==> config.mk <==
export PLATFORM = sky130hd
export DESIGN_NAME = line_serdes_cfg
export DESIGN_NICKNAME = d
export VERILOG_FILES = /design/src/logic/line_serdes_pkg.sv /design/src/logic/line_serdes_cfg.sv /design/src/logic/pin_sync.sv /design/src/logic/cfg_word.sv
export VERILOG_INCLUDE_DIRS = /design/src /design/src/logic
export SDC_FILE = /design/constraint.sdc
export NUM_CORES = 1
export LEC_CHECK = 0
export ABC_AREA = 1
export BUFFER_PORTS_ARGS = -buffer_cell sky130_fd_sc_hd__buf_2
export CAP_MARGIN = 30
export CORE_ASPECT_RATIO = 1.4
export CORE_MARGIN = 1
export CORE_UTILIZATION = 40
export DETAILED_ROUTE_END_ITERATION = 16
export GPL_ROUTABILITY_DRIVEN = 0
export PLACE_DENSITY_LB_ADDON = 0.1
export SYNTH_ARGS = -nofsm -noshare
export SYNTH_HDL_FRONTEND = slang
export SYNTH_SLANG_ARGS = --single-unit
==> constraint.sdc <==
create_clock -name pclk -period 1.5 [get_ports pclk]
set_input_delay 0.15 -clock pclk [delete_from_list [all_inputs] [get_ports pclk]]
set_output_delay 0.15 -clock pclk [all_outputs]
set_load 0.05 [all_outputs]
==> src/logic/line_serdes_regs.svh <==
// Register indices, field positions and reset values of the line serdes bank
`ifndef LINE_SERDES_REGS_SVH
`define LINE_SERDES_REGS_SVH

// Register indices; the byte address is four times the index
`define GLOBAL_CTRL_IDX      10'h001
`define LINE_PLL_CONFIG_IDX  10'h002
`define LINE_TXRX_CONFIG_IDX 10'h003
`define CHANNEL_STATUS_IDX   10'h007

// Reset values
`define LINE_PLL_CONFIG_RST  16'h811D
`define LINE_TXRX_CONFIG_RST 16'hA444
`define GLOBAL_CTRL_RST      1'b0
`define PIN_SYNC_RST         1'b0

// Global control fields
`define GLOBAL_PD_BIT        15

// PLL configuration fields
`define PLL_BW_HI            9
`define PLL_BW_LO            8
`define VCO_RANGE_BIT        6
`define PLL_EN_BIT           4
`define PLL_MULT_HI          3
`define PLL_MULT_LO          0

// Transmit/receive configuration fields
`define SWING_HI             15
`define SWING_LO             12
`define TX_EN_BIT            10
`define TX_RATE_HI           9
`define TX_RATE_LO           8
`define AGC_HI               7
`define AGC_LO               6
`define AZCAL_HI             5
`define AZCAL_LO             4
`define UNSCR_BIT            3
`define RX_EN_BIT            2
`define RX_RATE_HI           1
`define RX_RATE_LO           0

// Channel status fields
`define ST_PLL_ON_BIT        0
`define ST_TX_ON_BIT         1
`define ST_RX_ON_BIT         2
`define ST_PIN_UP_BIT        3
`define ST_GLOBAL_PD_BIT     4
`define ST_MULT_RSVD_BIT     5
`define ST_BW_RSVD_BIT       6
`define ST_UNSCR_ODD_BIT     7

`endif

==> src/logic/line_serdes_pkg.sv <==
// Types shared by the line serdes configuration bank
package line_serdes_pkg;

   typedef logic [15:0] cfg_word_t;

   typedef enum logic [1:0] {
      bw_reserved_lo = 2'h0,
      bw_no_cleaner  = 2'h1,
      bw_cleaner     = 2'h2,
      bw_reserved_hi = 2'h3
   } loop_bw_t;

   typedef enum logic [1:0] {
      rate_full    = 2'h0,
      rate_half    = 2'h1,
      rate_quarter = 2'h2,
      rate_eighth  = 2'h3
   } line_rate_t;

   typedef enum logic [1:0] {
      agc_freeze_first = 2'h0,
      agc_freeze_lock  = 2'h1,
      agc_force_off    = 2'h2,
      agc_force_on     = 2'h3
   } agc_mode_t;

   typedef enum logic [1:0] {
      azcal_on_enable  = 2'h0,
      azcal_off        = 2'h1,
      azcal_force_upd  = 2'h2,
      azcal_force_hold = 2'h3
   } azcal_mode_t;

endpackage

==> src/logic/line_serdes_cfg.sv <==
// APB register bank configuring one channel's line-side serdes PLL, TX and RX
//
// Added by the designer: the APB slave port.
`include "line_serdes_regs.svh"

//------------------------------------------------------------------
// Overview of operation
//------------------------------------------------------------------
// Overview of operation
// - PLL config word at index 0x02, resets 0x811D, reserved top bits 100000.
// - Loop bandwidth bits 9:8 reset 01; 01 no cleaner, 10 cleaner.
// - VCO range bit 6 resets 0 (high end); 1 selects low end.
// - PLL enable bit 4 resets 1; pin low or global power-down forces off.
// - Multiplier bits 3:0 reset 1101; codes 2..7 give 4,5,6,8,8.25,10.
// - Codes 8..14 give 12,12.5,15,16,16.5,20,25; code 15 reserved.
// - TX/RX config word at index 0x03, resets 0xA444.
// - Swing code bits 15:12 reset 1010, driven to transmit driver.
// - TX enable bit 10 resets 1; pin low or global power-down forces off.
// - TX rate bits 9:8 reset 00; full, half, quarter, eighth.
// - Gain mode bits 7:6 reset 01; freeze-first, freeze-locked, off, on.
// - Auto-zero bits 5:4 reset 00; on-enable, off, forced update, forced hold.
// - Unscrambled bit 3 resets 0; advised 0 at full, 1 otherwise.
// - RX enable bit 2 resets 1; pin low or global power-down forces off.
// - RX rate bits 1:0 reset 00; full, half, quarter, eighth.
module line_serdes_cfg
   import line_serdes_pkg::*;
#(
   parameter int ADDR_W = 12
) (
   // Clock, reset and freeze
   input  wire logic              pclk,
   input  wire logic              presetn,
   input  wire logic              clk_en,

   // APB slave
   input  wire logic              psel,
   input  wire logic              penable,
   input  wire logic              pwrite,
   input  wire logic [ADDR_W-1:0] paddr,
   input  wire logic [31:0]       pwdata,
   input  wire logic [3:0]        pstrb,
   output logic      [31:0]       prdata,
   output logic                   pready,
   output logic                   pslverr,

   // Channel power-down pin, low powers the channel down
   input  wire logic              channel_powerdown_n,

   // PLL controls
   output loop_bw_t               pll_loop_bw_sel,
   output logic                   vco_low_range,
   output logic                   pll_enable,
   output logic      [3:0]        pll_multiplier_code,
   output logic      [6:0]        pll_mult_quarters,

   // Transmitter controls
   output logic      [3:0]        tx_output_swing_code,
   output logic                   tx_enable,
   output line_rate_t             tx_rate_sel,
   output logic      [3:0]        tx_rate_div,

   // Receiver controls
   output agc_mode_t              gain_control_mode,
   output azcal_mode_t            auto_zero_cal_mode,
   output logic                   unscrambled_data_use,
   output logic                   rx_enable,
   output line_rate_t             rx_rate_sel,
   output logic      [3:0]        rx_rate_div
);

   //---------------------------------------------------------------
   // Declarations
   //---------------------------------------------------------------

   cfg_word_t   pll_word;
   cfg_word_t   txrx_word;
   logic        global_pd;
   logic        pin_up;
   logic        power_ok;
   logic [7:0]  status_bits;

   logic        setup;
   logic        access;
   logic        wr_pll;
   logic        wr_txrx;
   logic        wr_global;

   logic        hit_pll;
   logic        hit_txrx;
   logic        hit_global;
   logic        hit_status;
   logic        hit_any;

   logic [31:0] next_prdata;
   logic [6:0]  next_quarters;
   logic        mult_reserved;
   logic        bw_reserved;
   logic        unscr_odd;

   //---------------------------------------------------------------
   // Multiplier decode
   //---------------------------------------------------------------

   // Factor in quarter steps so 8.25x and 16.5x stay exact
   function automatic logic [6:0] mult_to_quarters(input logic [3:0] code);
      logic [6:0] q;
      q = 7'h00;
      unique case (code)
         4'h2:    q = 7'h10;
         4'h3:    q = 7'h14;
         4'h4:    q = 7'h18;
         4'h5:    q = 7'h20;
         4'h6:    q = 7'h21;
         4'h7:    q = 7'h28;
         4'h8:    q = 7'h30;
         4'h9:    q = 7'h32;
         4'hA:    q = 7'h3C;
         4'hB:    q = 7'h40;
         4'hC:    q = 7'h42;
         4'hD:    q = 7'h50;
         4'hE:    q = 7'h64;
         default: q = 7'h00;
      endcase
      return q;
   endfunction

   //---------------------------------------------------------------
   // Pin synchroniser
   //---------------------------------------------------------------

   // Pin is asynchronous; held low-safe so enables start off
   pin_sync #(
      .RESET (`PIN_SYNC_RST)
   ) u_pd_sync (
      .pclk    (pclk),
      .presetn (presetn),
      .clk_en  (clk_en),
      .pin     (channel_powerdown_n),
      .level   (pin_up)
   );

   //---------------------------------------------------------------
   // Bus decode
   //---------------------------------------------------------------

   // Setup phase starts an answer, access phase completes it
   assign setup  = psel && !penable;
   assign access = psel && penable && pready;

   // Word index decode; low address bits are ignored
   assign hit_global = paddr[ADDR_W-1:2] == (ADDR_W-2)'(`GLOBAL_CTRL_IDX);
   assign hit_pll    = paddr[ADDR_W-1:2] == (ADDR_W-2)'(`LINE_PLL_CONFIG_IDX);
   assign hit_txrx   = paddr[ADDR_W-1:2] == (ADDR_W-2)'(`LINE_TXRX_CONFIG_IDX);
   assign hit_status = paddr[ADDR_W-1:2] == (ADDR_W-2)'(`CHANNEL_STATUS_IDX);
   assign hit_any    = hit_global || hit_pll || hit_txrx || hit_status;

   // Writes land only at the completing edge
   assign wr_pll    = access && pwrite && hit_pll;
   assign wr_txrx   = access && pwrite && hit_txrx;
   assign wr_global = access && pwrite && hit_global;

   //---------------------------------------------------------------
   // Configuration storage
   //---------------------------------------------------------------

   // PLL word; reset carries the reserved 100000 pattern
   cfg_word #(
      .WIDTH (16),
      .RESET (`LINE_PLL_CONFIG_RST)
   ) u_pll_word (
      .pclk    (pclk),
      .presetn (presetn),
      .clk_en  (clk_en),
      .wr_en   (wr_pll),
      .byte_en (pstrb[1:0]),
      .wr_data (pwdata[15:0]),
      .q       (pll_word)
   );

   // Transmit/receive word
   cfg_word #(
      .WIDTH (16),
      .RESET (`LINE_TXRX_CONFIG_RST)
   ) u_txrx_word (
      .pclk    (pclk),
      .presetn (presetn),
      .clk_en  (clk_en),
      .wr_en   (wr_txrx),
      .byte_en (pstrb[1:0]),
      .wr_data (pwdata[15:0]),
      .q       (txrx_word)
   );

   // Global power-down bit, lives in the upper byte lane
   always_ff @(posedge pclk or negedge presetn) begin
      if (!presetn) begin
         global_pd <= `GLOBAL_CTRL_RST;
      end else if (clk_en && wr_global && pstrb[1]) begin
         global_pd <= pwdata[`GLOBAL_PD_BIT];
      end
   end

   //---------------------------------------------------------------
   // Power gating and field decode
   //---------------------------------------------------------------

   // Either power-down source forces every enable off
   assign power_ok = pin_up && !global_pd;

   assign next_quarters = mult_to_quarters(pll_word[`PLL_MULT_HI:`PLL_MULT_LO]);
   assign mult_reserved = next_quarters == 7'h00;
   assign bw_reserved   = pll_word[`PLL_BW_HI] == pll_word[`PLL_BW_LO];

   // Unscrambled use differs from the advised setting for the RX rate
   assign unscr_odd = txrx_word[`UNSCR_BIT] !=
                      (txrx_word[`RX_RATE_HI:`RX_RATE_LO] != rate_full);

   //---------------------------------------------------------------
   // PLL outputs
   //---------------------------------------------------------------

   // Registered one cycle after storage so outputs come from flops
   always_ff @(posedge pclk or negedge presetn) begin
      if (!presetn) begin
         pll_loop_bw_sel     <= bw_no_cleaner;
         vco_low_range       <= 1'b0;
         pll_enable          <= 1'b0;
         pll_multiplier_code <= 4'h0;
         pll_mult_quarters   <= 7'h00;
      end else if (clk_en) begin
         pll_loop_bw_sel     <= loop_bw_t'(pll_word[`PLL_BW_HI:`PLL_BW_LO]);
         vco_low_range       <= pll_word[`VCO_RANGE_BIT];
         pll_enable          <= pll_word[`PLL_EN_BIT] && power_ok;
         pll_multiplier_code <= pll_word[`PLL_MULT_HI:`PLL_MULT_LO];
         pll_mult_quarters   <= next_quarters;
      end
   end

   //---------------------------------------------------------------
   // Transmitter outputs
   //---------------------------------------------------------------

   // Rate code becomes a divide ratio of 1, 2, 4 or 8
   always_ff @(posedge pclk or negedge presetn) begin
      if (!presetn) begin
         tx_output_swing_code <= 4'h0;
         tx_enable            <= 1'b0;
         tx_rate_sel          <= rate_full;
         tx_rate_div          <= 4'h1;
      end else if (clk_en) begin
         tx_output_swing_code <= txrx_word[`SWING_HI:`SWING_LO];
         tx_enable            <= txrx_word[`TX_EN_BIT] && power_ok;
         tx_rate_sel          <= line_rate_t'(txrx_word[`TX_RATE_HI:`TX_RATE_LO]);
         tx_rate_div          <= 4'h1 << txrx_word[`TX_RATE_HI:`TX_RATE_LO];
      end
   end

   //---------------------------------------------------------------
   // Receiver outputs
   //---------------------------------------------------------------

   // Gain and calibration modes pass through unchanged
   always_ff @(posedge pclk or negedge presetn) begin
      if (!presetn) begin
         gain_control_mode    <= agc_freeze_lock;
         auto_zero_cal_mode   <= azcal_on_enable;
         unscrambled_data_use <= 1'b0;
         rx_enable            <= 1'b0;
         rx_rate_sel          <= rate_full;
         rx_rate_div          <= 4'h1;
      end else if (clk_en) begin
         gain_control_mode    <= agc_mode_t'(txrx_word[`AGC_HI:`AGC_LO]);
         auto_zero_cal_mode   <= azcal_mode_t'(txrx_word[`AZCAL_HI:`AZCAL_LO]);
         unscrambled_data_use <= txrx_word[`UNSCR_BIT];
         rx_enable            <= txrx_word[`RX_EN_BIT] && power_ok;
         rx_rate_sel          <= line_rate_t'(txrx_word[`RX_RATE_HI:`RX_RATE_LO]);
         rx_rate_div          <= 4'h1 << txrx_word[`RX_RATE_HI:`RX_RATE_LO];
      end
   end

   //---------------------------------------------------------------
   // Status word
   //---------------------------------------------------------------

   // Live view of gated enables, power sources and odd settings
   always_comb begin
      status_bits                     = 8'h00;
      status_bits[`ST_PLL_ON_BIT]     = pll_enable;
      status_bits[`ST_TX_ON_BIT]      = tx_enable;
      status_bits[`ST_RX_ON_BIT]      = rx_enable;
      status_bits[`ST_PIN_UP_BIT]     = pin_up;
      status_bits[`ST_GLOBAL_PD_BIT]  = global_pd;
      status_bits[`ST_MULT_RSVD_BIT]  = mult_reserved;
      status_bits[`ST_BW_RSVD_BIT]    = bw_reserved;
      status_bits[`ST_UNSCR_ODD_BIT]  = unscr_odd;
   end

   //---------------------------------------------------------------
   // Read mux
   //---------------------------------------------------------------

   // Stored words read back whole, reserved bits included
   always_comb begin
      next_prdata = 32'h0000_0000;
      if (hit_pll) begin
         next_prdata[15:0] = pll_word;
      end else if (hit_txrx) begin
         next_prdata[15:0] = txrx_word;
      end else if (hit_global) begin
         next_prdata[`GLOBAL_PD_BIT] = global_pd;
      end else if (hit_status) begin
         next_prdata[7:0] = status_bits;
      end
   end

   //---------------------------------------------------------------
   // APB answer
   //---------------------------------------------------------------

   // One wait-free access phase; data captured in the setup cycle
   always_ff @(posedge pclk or negedge presetn) begin
      if (!presetn) begin
         pready <= 1'b0;
      end else if (clk_en) begin
         pready <= setup;
      end
   end

   // Read data held through the access phase, cleared after
   always_ff @(posedge pclk or negedge presetn) begin
      if (!presetn) begin
         prdata <= 32'h0000_0000;
      end else if (clk_en) begin
         if (setup && !pwrite) begin
            prdata <= next_prdata;
         end else if (access) begin
            prdata <= 32'h0000_0000;
         end
      end
   end

   // Unmapped words answer with an error; status is read-only too
   always_ff @(posedge pclk or negedge presetn) begin
      if (!presetn) begin
         pslverr <= 1'b0;
      end else if (clk_en) begin
         if (setup) begin
            pslverr <= !hit_any || (pwrite && hit_status);
         end else if (access) begin
            pslverr <= 1'b0;
         end
      end
   end

endmodule

==> src/logic/pin_sync.sv <==
// Two flip-flop synchroniser for one asynchronous pin
module pin_sync #(
   parameter logic RESET = 1'b0
) (
   // Clock and reset
   input  wire logic pclk,
   input  wire logic presetn,
   input  wire logic clk_en,
   // Pin and synchronised level
   input  wire logic pin,
   output logic      level
);

   logic meta;

   // First stage is read only by the second stage
   always_ff @(posedge pclk or negedge presetn) begin
      if (!presetn) begin
         meta  <= RESET;
         level <= RESET;
      end else if (clk_en) begin
         meta  <= pin;
         level <= meta;
      end
   end

endmodule

==> src/logic/cfg_word.sv <==
// One read-write configuration word with byte lane enables
module cfg_word #(
   parameter int            WIDTH = 16,
   parameter logic [WIDTH-1:0] RESET = '0
) (
   // Clock and reset
   input  wire logic             pclk,
   input  wire logic             presetn,
   input  wire logic             clk_en,
   // Write port
   input  wire logic             wr_en,
   input  wire logic [WIDTH/8-1:0] byte_en,
   input  wire logic [WIDTH-1:0] wr_data,
   // Stored value
   output logic      [WIDTH-1:0] q
);

   // Every bit is plain storage, reserved ones included
   always_ff @(posedge pclk or negedge presetn) begin
      if (!presetn) begin
         q <= RESET;
      end else if (clk_en && wr_en) begin
         for (int i = 0; i < WIDTH / 8; i++) begin
            if (byte_en[i]) begin
               q[i*8 +: 8] <= wr_data[i*8 +: 8];
            end
         end
      end
   end

endmodule

# == After elaboration in Yosys (flattened, before gate mapping) ==
# Memories as Yosys holds them, arrays and structs flattened.
# Index checks and enable logic that the tools add are counted.
# classes
shifts,2
n_addsub,0
n_lt_le_gt_ge,0
eq_ne,6
muxes,11
div,0
multipliers,0
bitwise_logic,0
n_reduce_logical,35
# ops
op,n
$mux W32,2
$mux W8,3
$eq A10 B2 Y1 const B,2
$logic_and A1 B1 Y1,17
$mux W16,1
$reduce_and A2 Y1,6
$eq A10 B1 Y1 const B,1
$eq A10 B3 Y1 const B,1
$shl A1 B2 Y4 const A,2
$logic_not A7 Y1,1
$mux W7,1
$reduce_bool A2 Y1,3
$logic_not A1 Y1,4
$logic_or A1 B1 Y1,4
$mux W1,4
$eq A1 B1 Y1,1
$ne A1 B1 Y1,1
# word_totals
wordCells,80
regBits,107
memories,1
latch_bits,0
input_bits,55
mem_bits_rw,0
mem_bits_ro,112
# mem_list
name,depth,word_bits,rd,rd_ports_with_merged_regs,wr,line,text
(no name shown),16,7,1,0,0,line_serdes_cfg.sv:108,unique case (code)

# == Longest topological paths before layout ==
# depth
ltp_word,7
ltp_mapped,12
depth_no_buf,12

# == Hierarchy ==
# A second synthesis with hierarchy kept.
# hier_totals
cells_unflattened,515
area_unflattened_um2,4508.1
# modules_own_cells
mod,instances,cells_each,area_each_um2,seq_area_each_um2
line_serdes_cfg,1,362,2954.1,1431.4
cfg_word (u_pll_word),1,72,739.5,407.9
cfg_word (u_txrx_word),1,72,738.2,406.6
pin_sync,1,9,76.3,50.0

# == Worst setup path before layout ==
# OpenSTA, ideal clock, no wires.
# synth_timing
kind,register -> register
start,register pready
end,register u_pll_word.q[6]
required_time_ns,1.382
path_slack_ns,-0.144
path_stages_with_launch,9
synth_period_minus_slack_ns,1.644
arrival_ns,1.526
n_path_buf,1
cell_sequence,dfrtp_1 -> nand4_1 -> nor2_2 -> inv_2 -> nor2_2 -> nand2_4 -> buf_6 -> nand2_2 -> o21ai_2
# synth_via
elab_chain_cells,5
# synth_rtl
item,line,text
from (decl),line_serdes_cfg.sv:43,"output logic pready,"
from (signal assigned),line_serdes_cfg.sv:325,pready <= setup;
$logic_and A1 B1 Y1,line_serdes_cfg.sv:148,assign access = psel && penable && pready;
$logic_and A1 B1 Y1 (2 in a row),line_serdes_cfg.sv:158,assign wr_pll = access && pwrite && hit_pll;
$logic_and A1 B1 Y1,cfg_word.sv:22,end else if (clk_en && wr_en) begin
$reduce_and A2 Y1 (no source line),n/a,
"to (signal, indexed assignment)",cfg_word.sv:25,q[i*8 +: 8] <= wr_data[i*8 +: 8];
to (decl),cfg_word.sv:15,output logic [WIDTH-1:0] q
# No other way between the ends.
# A chain may end at the register's enable or synchronous reset.

# == Worst setup path after layout ==
# layout_timing
start,register u_pll_word.q[0]
end,register prdata[5]
# layout_via
elab_chain_cells,7
# layout_rtl
item,line,text
$mem_v2 Z16 W7,n/a,
$logic_not A7 Y1,line_serdes_cfg.sv:211,assign mult_reserved = next_quarters == 7'h00;
$mux W8,line_serdes_cfg.sv:311,end else if (hit_status) begin
$mux W8,line_serdes_cfg.sv:309,end else if (hit_global) begin
$mux W8,line_serdes_cfg.sv:307,end else if (hit_txrx) begin
$mux W16,line_serdes_cfg.sv:305,if (hit_pll) begin
$mux W32,line_serdes_cfg.sv:334,if (setup && !pwrite) begin
to (signal assigned),line_serdes_cfg.sv:335,prdata <= next_prdata;
to (decl),line_serdes_cfg.sv:42,"output logic [31:0] prdata,"
# No other way between the ends.

==> impl_metrics.yaml <==
sta:
  maxSlewViolCount: 0
  worst_slack_ns: -0.0621
  fin_setup_tns_ns: -0.0621
  relSlewSlack: 0.649
  worst_slew_pin_slew_ns: 0.526
  period_needed_ns: 1.56
  setup_violations: 1
  max_clock_freq_mhz: 640
  fin_crit_sh: 1.04
  skew_ns: 0.00957
  hold_viol: 0
  grt_setup_unrepaired: "true"
clock_tree:
  cts_buffers: 9
  htree_levels: 3
  clk_pin_slew_ns: 0.06
  cts_tree: "yes"
  cts_max_path_buffers: 2
  clock_latency_ns: 0.34
  ctsRootBufferMaster: "clkbuf_16"
  clock-sinks: 91
detailed_routing:
  wire_per_inst_um: 14.5
  totalWireLength_um: 11100
  num_vias: 3645
  first_pass_iters: 4
  dr.first_iter.drc_count: 87
  ant_nets: 0
  drc: 0
  vias_per_cell: 4.79
worst_setup_path:
  cp_slowest_cell: "dfstp_2"
  endpoint_kind: "flop"
  cpMostUsedCell: "nand2_1"
  crit_chain: "inv_4 -> ha_1 -> or2_1 -> nand2_2 -> nand3_2 -> nor2_1 -> nand2_1 -> nand2_1 -> nand2_1 -> nand2_1"
  worstPathMaxFanout: 4
  critPathKind: "flop to flop"
  cp_slowest_stage_delay_ns: 0.56
  cp-start-kind: "flop"
  crit_arrival_ns: 1.83
  critPathRequiredTime_ns: 1.77
global_routing:
  grt_pass1_wl_um: 17800
  grt_overflow: 0
  grt_pass1_vias: 3650
  globalRouteTotalUtil: 0.198
  grt_antenna_before_repair: 0
  grt_max_degree: 51
run_status:
  run_status: "finished, violations left"
  violations: "setup timing"
placed_design:
  port_buffers: 90
  dp_slack_ns: -0.0700
  place_hpwl_um: 8050
final_layout:
  drive_gt1_frac: 0.353
  seqCellArea_um2: 2300
  fin_nets: 676
  fillers: 1067
  final_util: 0.512
  num_antenna_cells: 0
  multi_input_area_um2: 1910
  area_delta_synth_final_pct: 24.2
yosys:
  yosys.area.top_type_share: 0.425
  synth_ff_type: "dfrtp_1"
  synth_seq_area_share: 0.513
  avgSynthCellArea_um2: 8.83
  synth-seq-cells: 91
  synthArstFlopShare: 1.00
  synth_cell_types: 34
  syn_inst: 507
  yosys_warnings: 0
  synthTopCellsByArea: "dfrtp_1 42%, nand2_1 15%, dfstp_2 8.8%"
  yosys.area.top_type: "dfrtp_1"
  syn_area_um2: 4480
  synth_edf_count: 0
power:
  p_per_area_nw_per_um2: 964
  p_leak_nw: 3.07
  power_mw: 5.36
  worst_ir_drop_vdd_mv: 0.512
die:
  num_rows: 45
  start_util: 0.412
  die_w_um: 91.4
  coreArea_um2: 10900
  die_area_um2: 11600
  die_y_um: 127
  pin_count: 127
min_path:
  min_path_type: "input pin to flop"
flow_run:
  max_cap_viol_count: 0
==> cell type report <==
type / count / area share
clock inverter: 3 / 0.0124
inverter: 45 / 0.0319
tap: 141 / 0.0317
timing repair buffer: 114 / 0.122
multi-input combinational: 354 / 0.343
clock buffer: 13 / 0.0468
sequential: 91 / 0.413
==> final timing paths <==
kind                       cells after the start                          endpoint                              from  slack, ns
max                                           10             prdata[5]$_DFFE_PN0P_       u_pll_word.q[0]$_DFFE_PN1P_      -0.06
min                                            3        u_pd_sync.meta$_DFFE_PN0P_               channel_powerdown_n       0.04
max reg2reg                                   10             prdata[5]$_DFFE_PN0P_       u_pll_word.q[0]$_DFFE_PN1P_      -0.06
min reg2reg                                    2  gain_control_mode[0]$_DFFE_PN1P_  gain_control_mode[0]$_DFFE_PN1P_       0.47
max in group asynchronous                      3        rx_rate_div[0]$_DFFE_PN1P_                           presetn       0.61
min in group asynchronous                      2        rx_rate_sel[1]$_DFFE_PN0P_                           presetn       0.30
==> cells in the mapped netlist (6+ instances only) <==
library cell,number
o21ai_0,25
o211ai_1,6
dfrtp_1,76
nand3_1,29
inv_1,39
nor2_1,16
nand2_1,179
clkbuf_1,7
buf_4,19
o21ai_2,32
dfstp_2,15
nand2_2,10
ha_1,6
==> layer usage <==
| layer | vias to the layer above | part of all wire | global-route usage |
|---|---|---|---|
| li1 | 1792 | - | - |
| met1 | 1748 | 0.39 | 0.216 |
| met2 | 84 | 0.55 | 0.368 |
| met3 | 21 | 0.039 | 0.0381 |
| met4 | 0 | 0.026 | 0.0924 |
| met5 | - | 0 | 0 |
==> registers in the layout (all words and copies together), names as in the netlist, 2 cells and up <==
register / cells
rx_rate_div: 4
gain_control_mode: 2
tx_rate_sel: 2
prdata: 16
tx_output_swing_code: 4
auto_zero_cal_mode: 2
pll_loop_bw_sel: 2
pll_mult_quarters: 7
tx_rate_div: 4
u_pll_word.q: 16
rx_rate_sel: 2
u_txrx_word.q: 16
pll_multiplier_code: 4
==> stage by stage <==
step | hold slack (ns) | instance area (um2) | cells
final | 0.0443 | 5560 | 761
after global routing | 0.0355 | 5560 | 761
after CTS | 0.0385 | 5490 | 758
after detailed placement | 0.128 | 5130 | 740
after global placement | 0.121 | 5130 | 740
after floorplan | -0.146 | 4540 | 522
==> logic make-up (layout without fill, tap and decap cells) <==
| family | after synthesis | in the layout | synth area share |
|---|---|---|---|
| and+or+nand+nor | 255 | 257 | 0.260 |
| DFF | 91 | 91 | 0.513 |
| buffers and inverters | 79 | 175 | 0.0913 |
| AOI/OAI and AO/OA | 73 | 73 | 0.114 |
| adders and majority gates | 6 | 6 | 0.0168 |
| xor gates and xnor gates | 2 | 2 | 0.00391 |
| other | 1 | 16 | 0.000837 |
==> worst max-delay path, delay by kind of cell, from the launching register on <==
kind | cells | cell delay [ns]
buffers and inverters | 1 | 0.05
and+or+nand+nor | 8 | 0.70
adders and majority gates | 1 | 0.18
DFF | 1 | 0.56
==> power breakdown <==
group,internal (mW),switching [mW],total (mW)
clock,1.56,0.931,2.49
sequential,2.47,0.00932,2.48
combinational,0.0863,0.306,0.392
total,4.12,1.25,5.36
==> cells in the final DEF (no fill, tap or decap), drive strengths merged <==
cell,count
xor2,1
dfrtp,76
o211a,2
nand3b,1
xnor2,1
clkbuf,13
conb,16
dfstp,15
bufinv,2
o21ai,60
or2,2
clkinv,1
dlygate4sd3,1
a21oi,4
buf,113
nand3,31
o211ai,6
a31oi,1
nand4,2
ha,6
nand2,196
nor2,25
inv,45
==> timing repair <==
item	CTS	global route
gates cloned	0	2
gates resized for setup	4	12
pin swaps	6	7
endpoints found under the setup margin	1	15
hold buffers	1	0
endpoints found under the hold margin	25	0
setup buffers	1	1
Note: power is estimated with default switching activity, not from simulation.
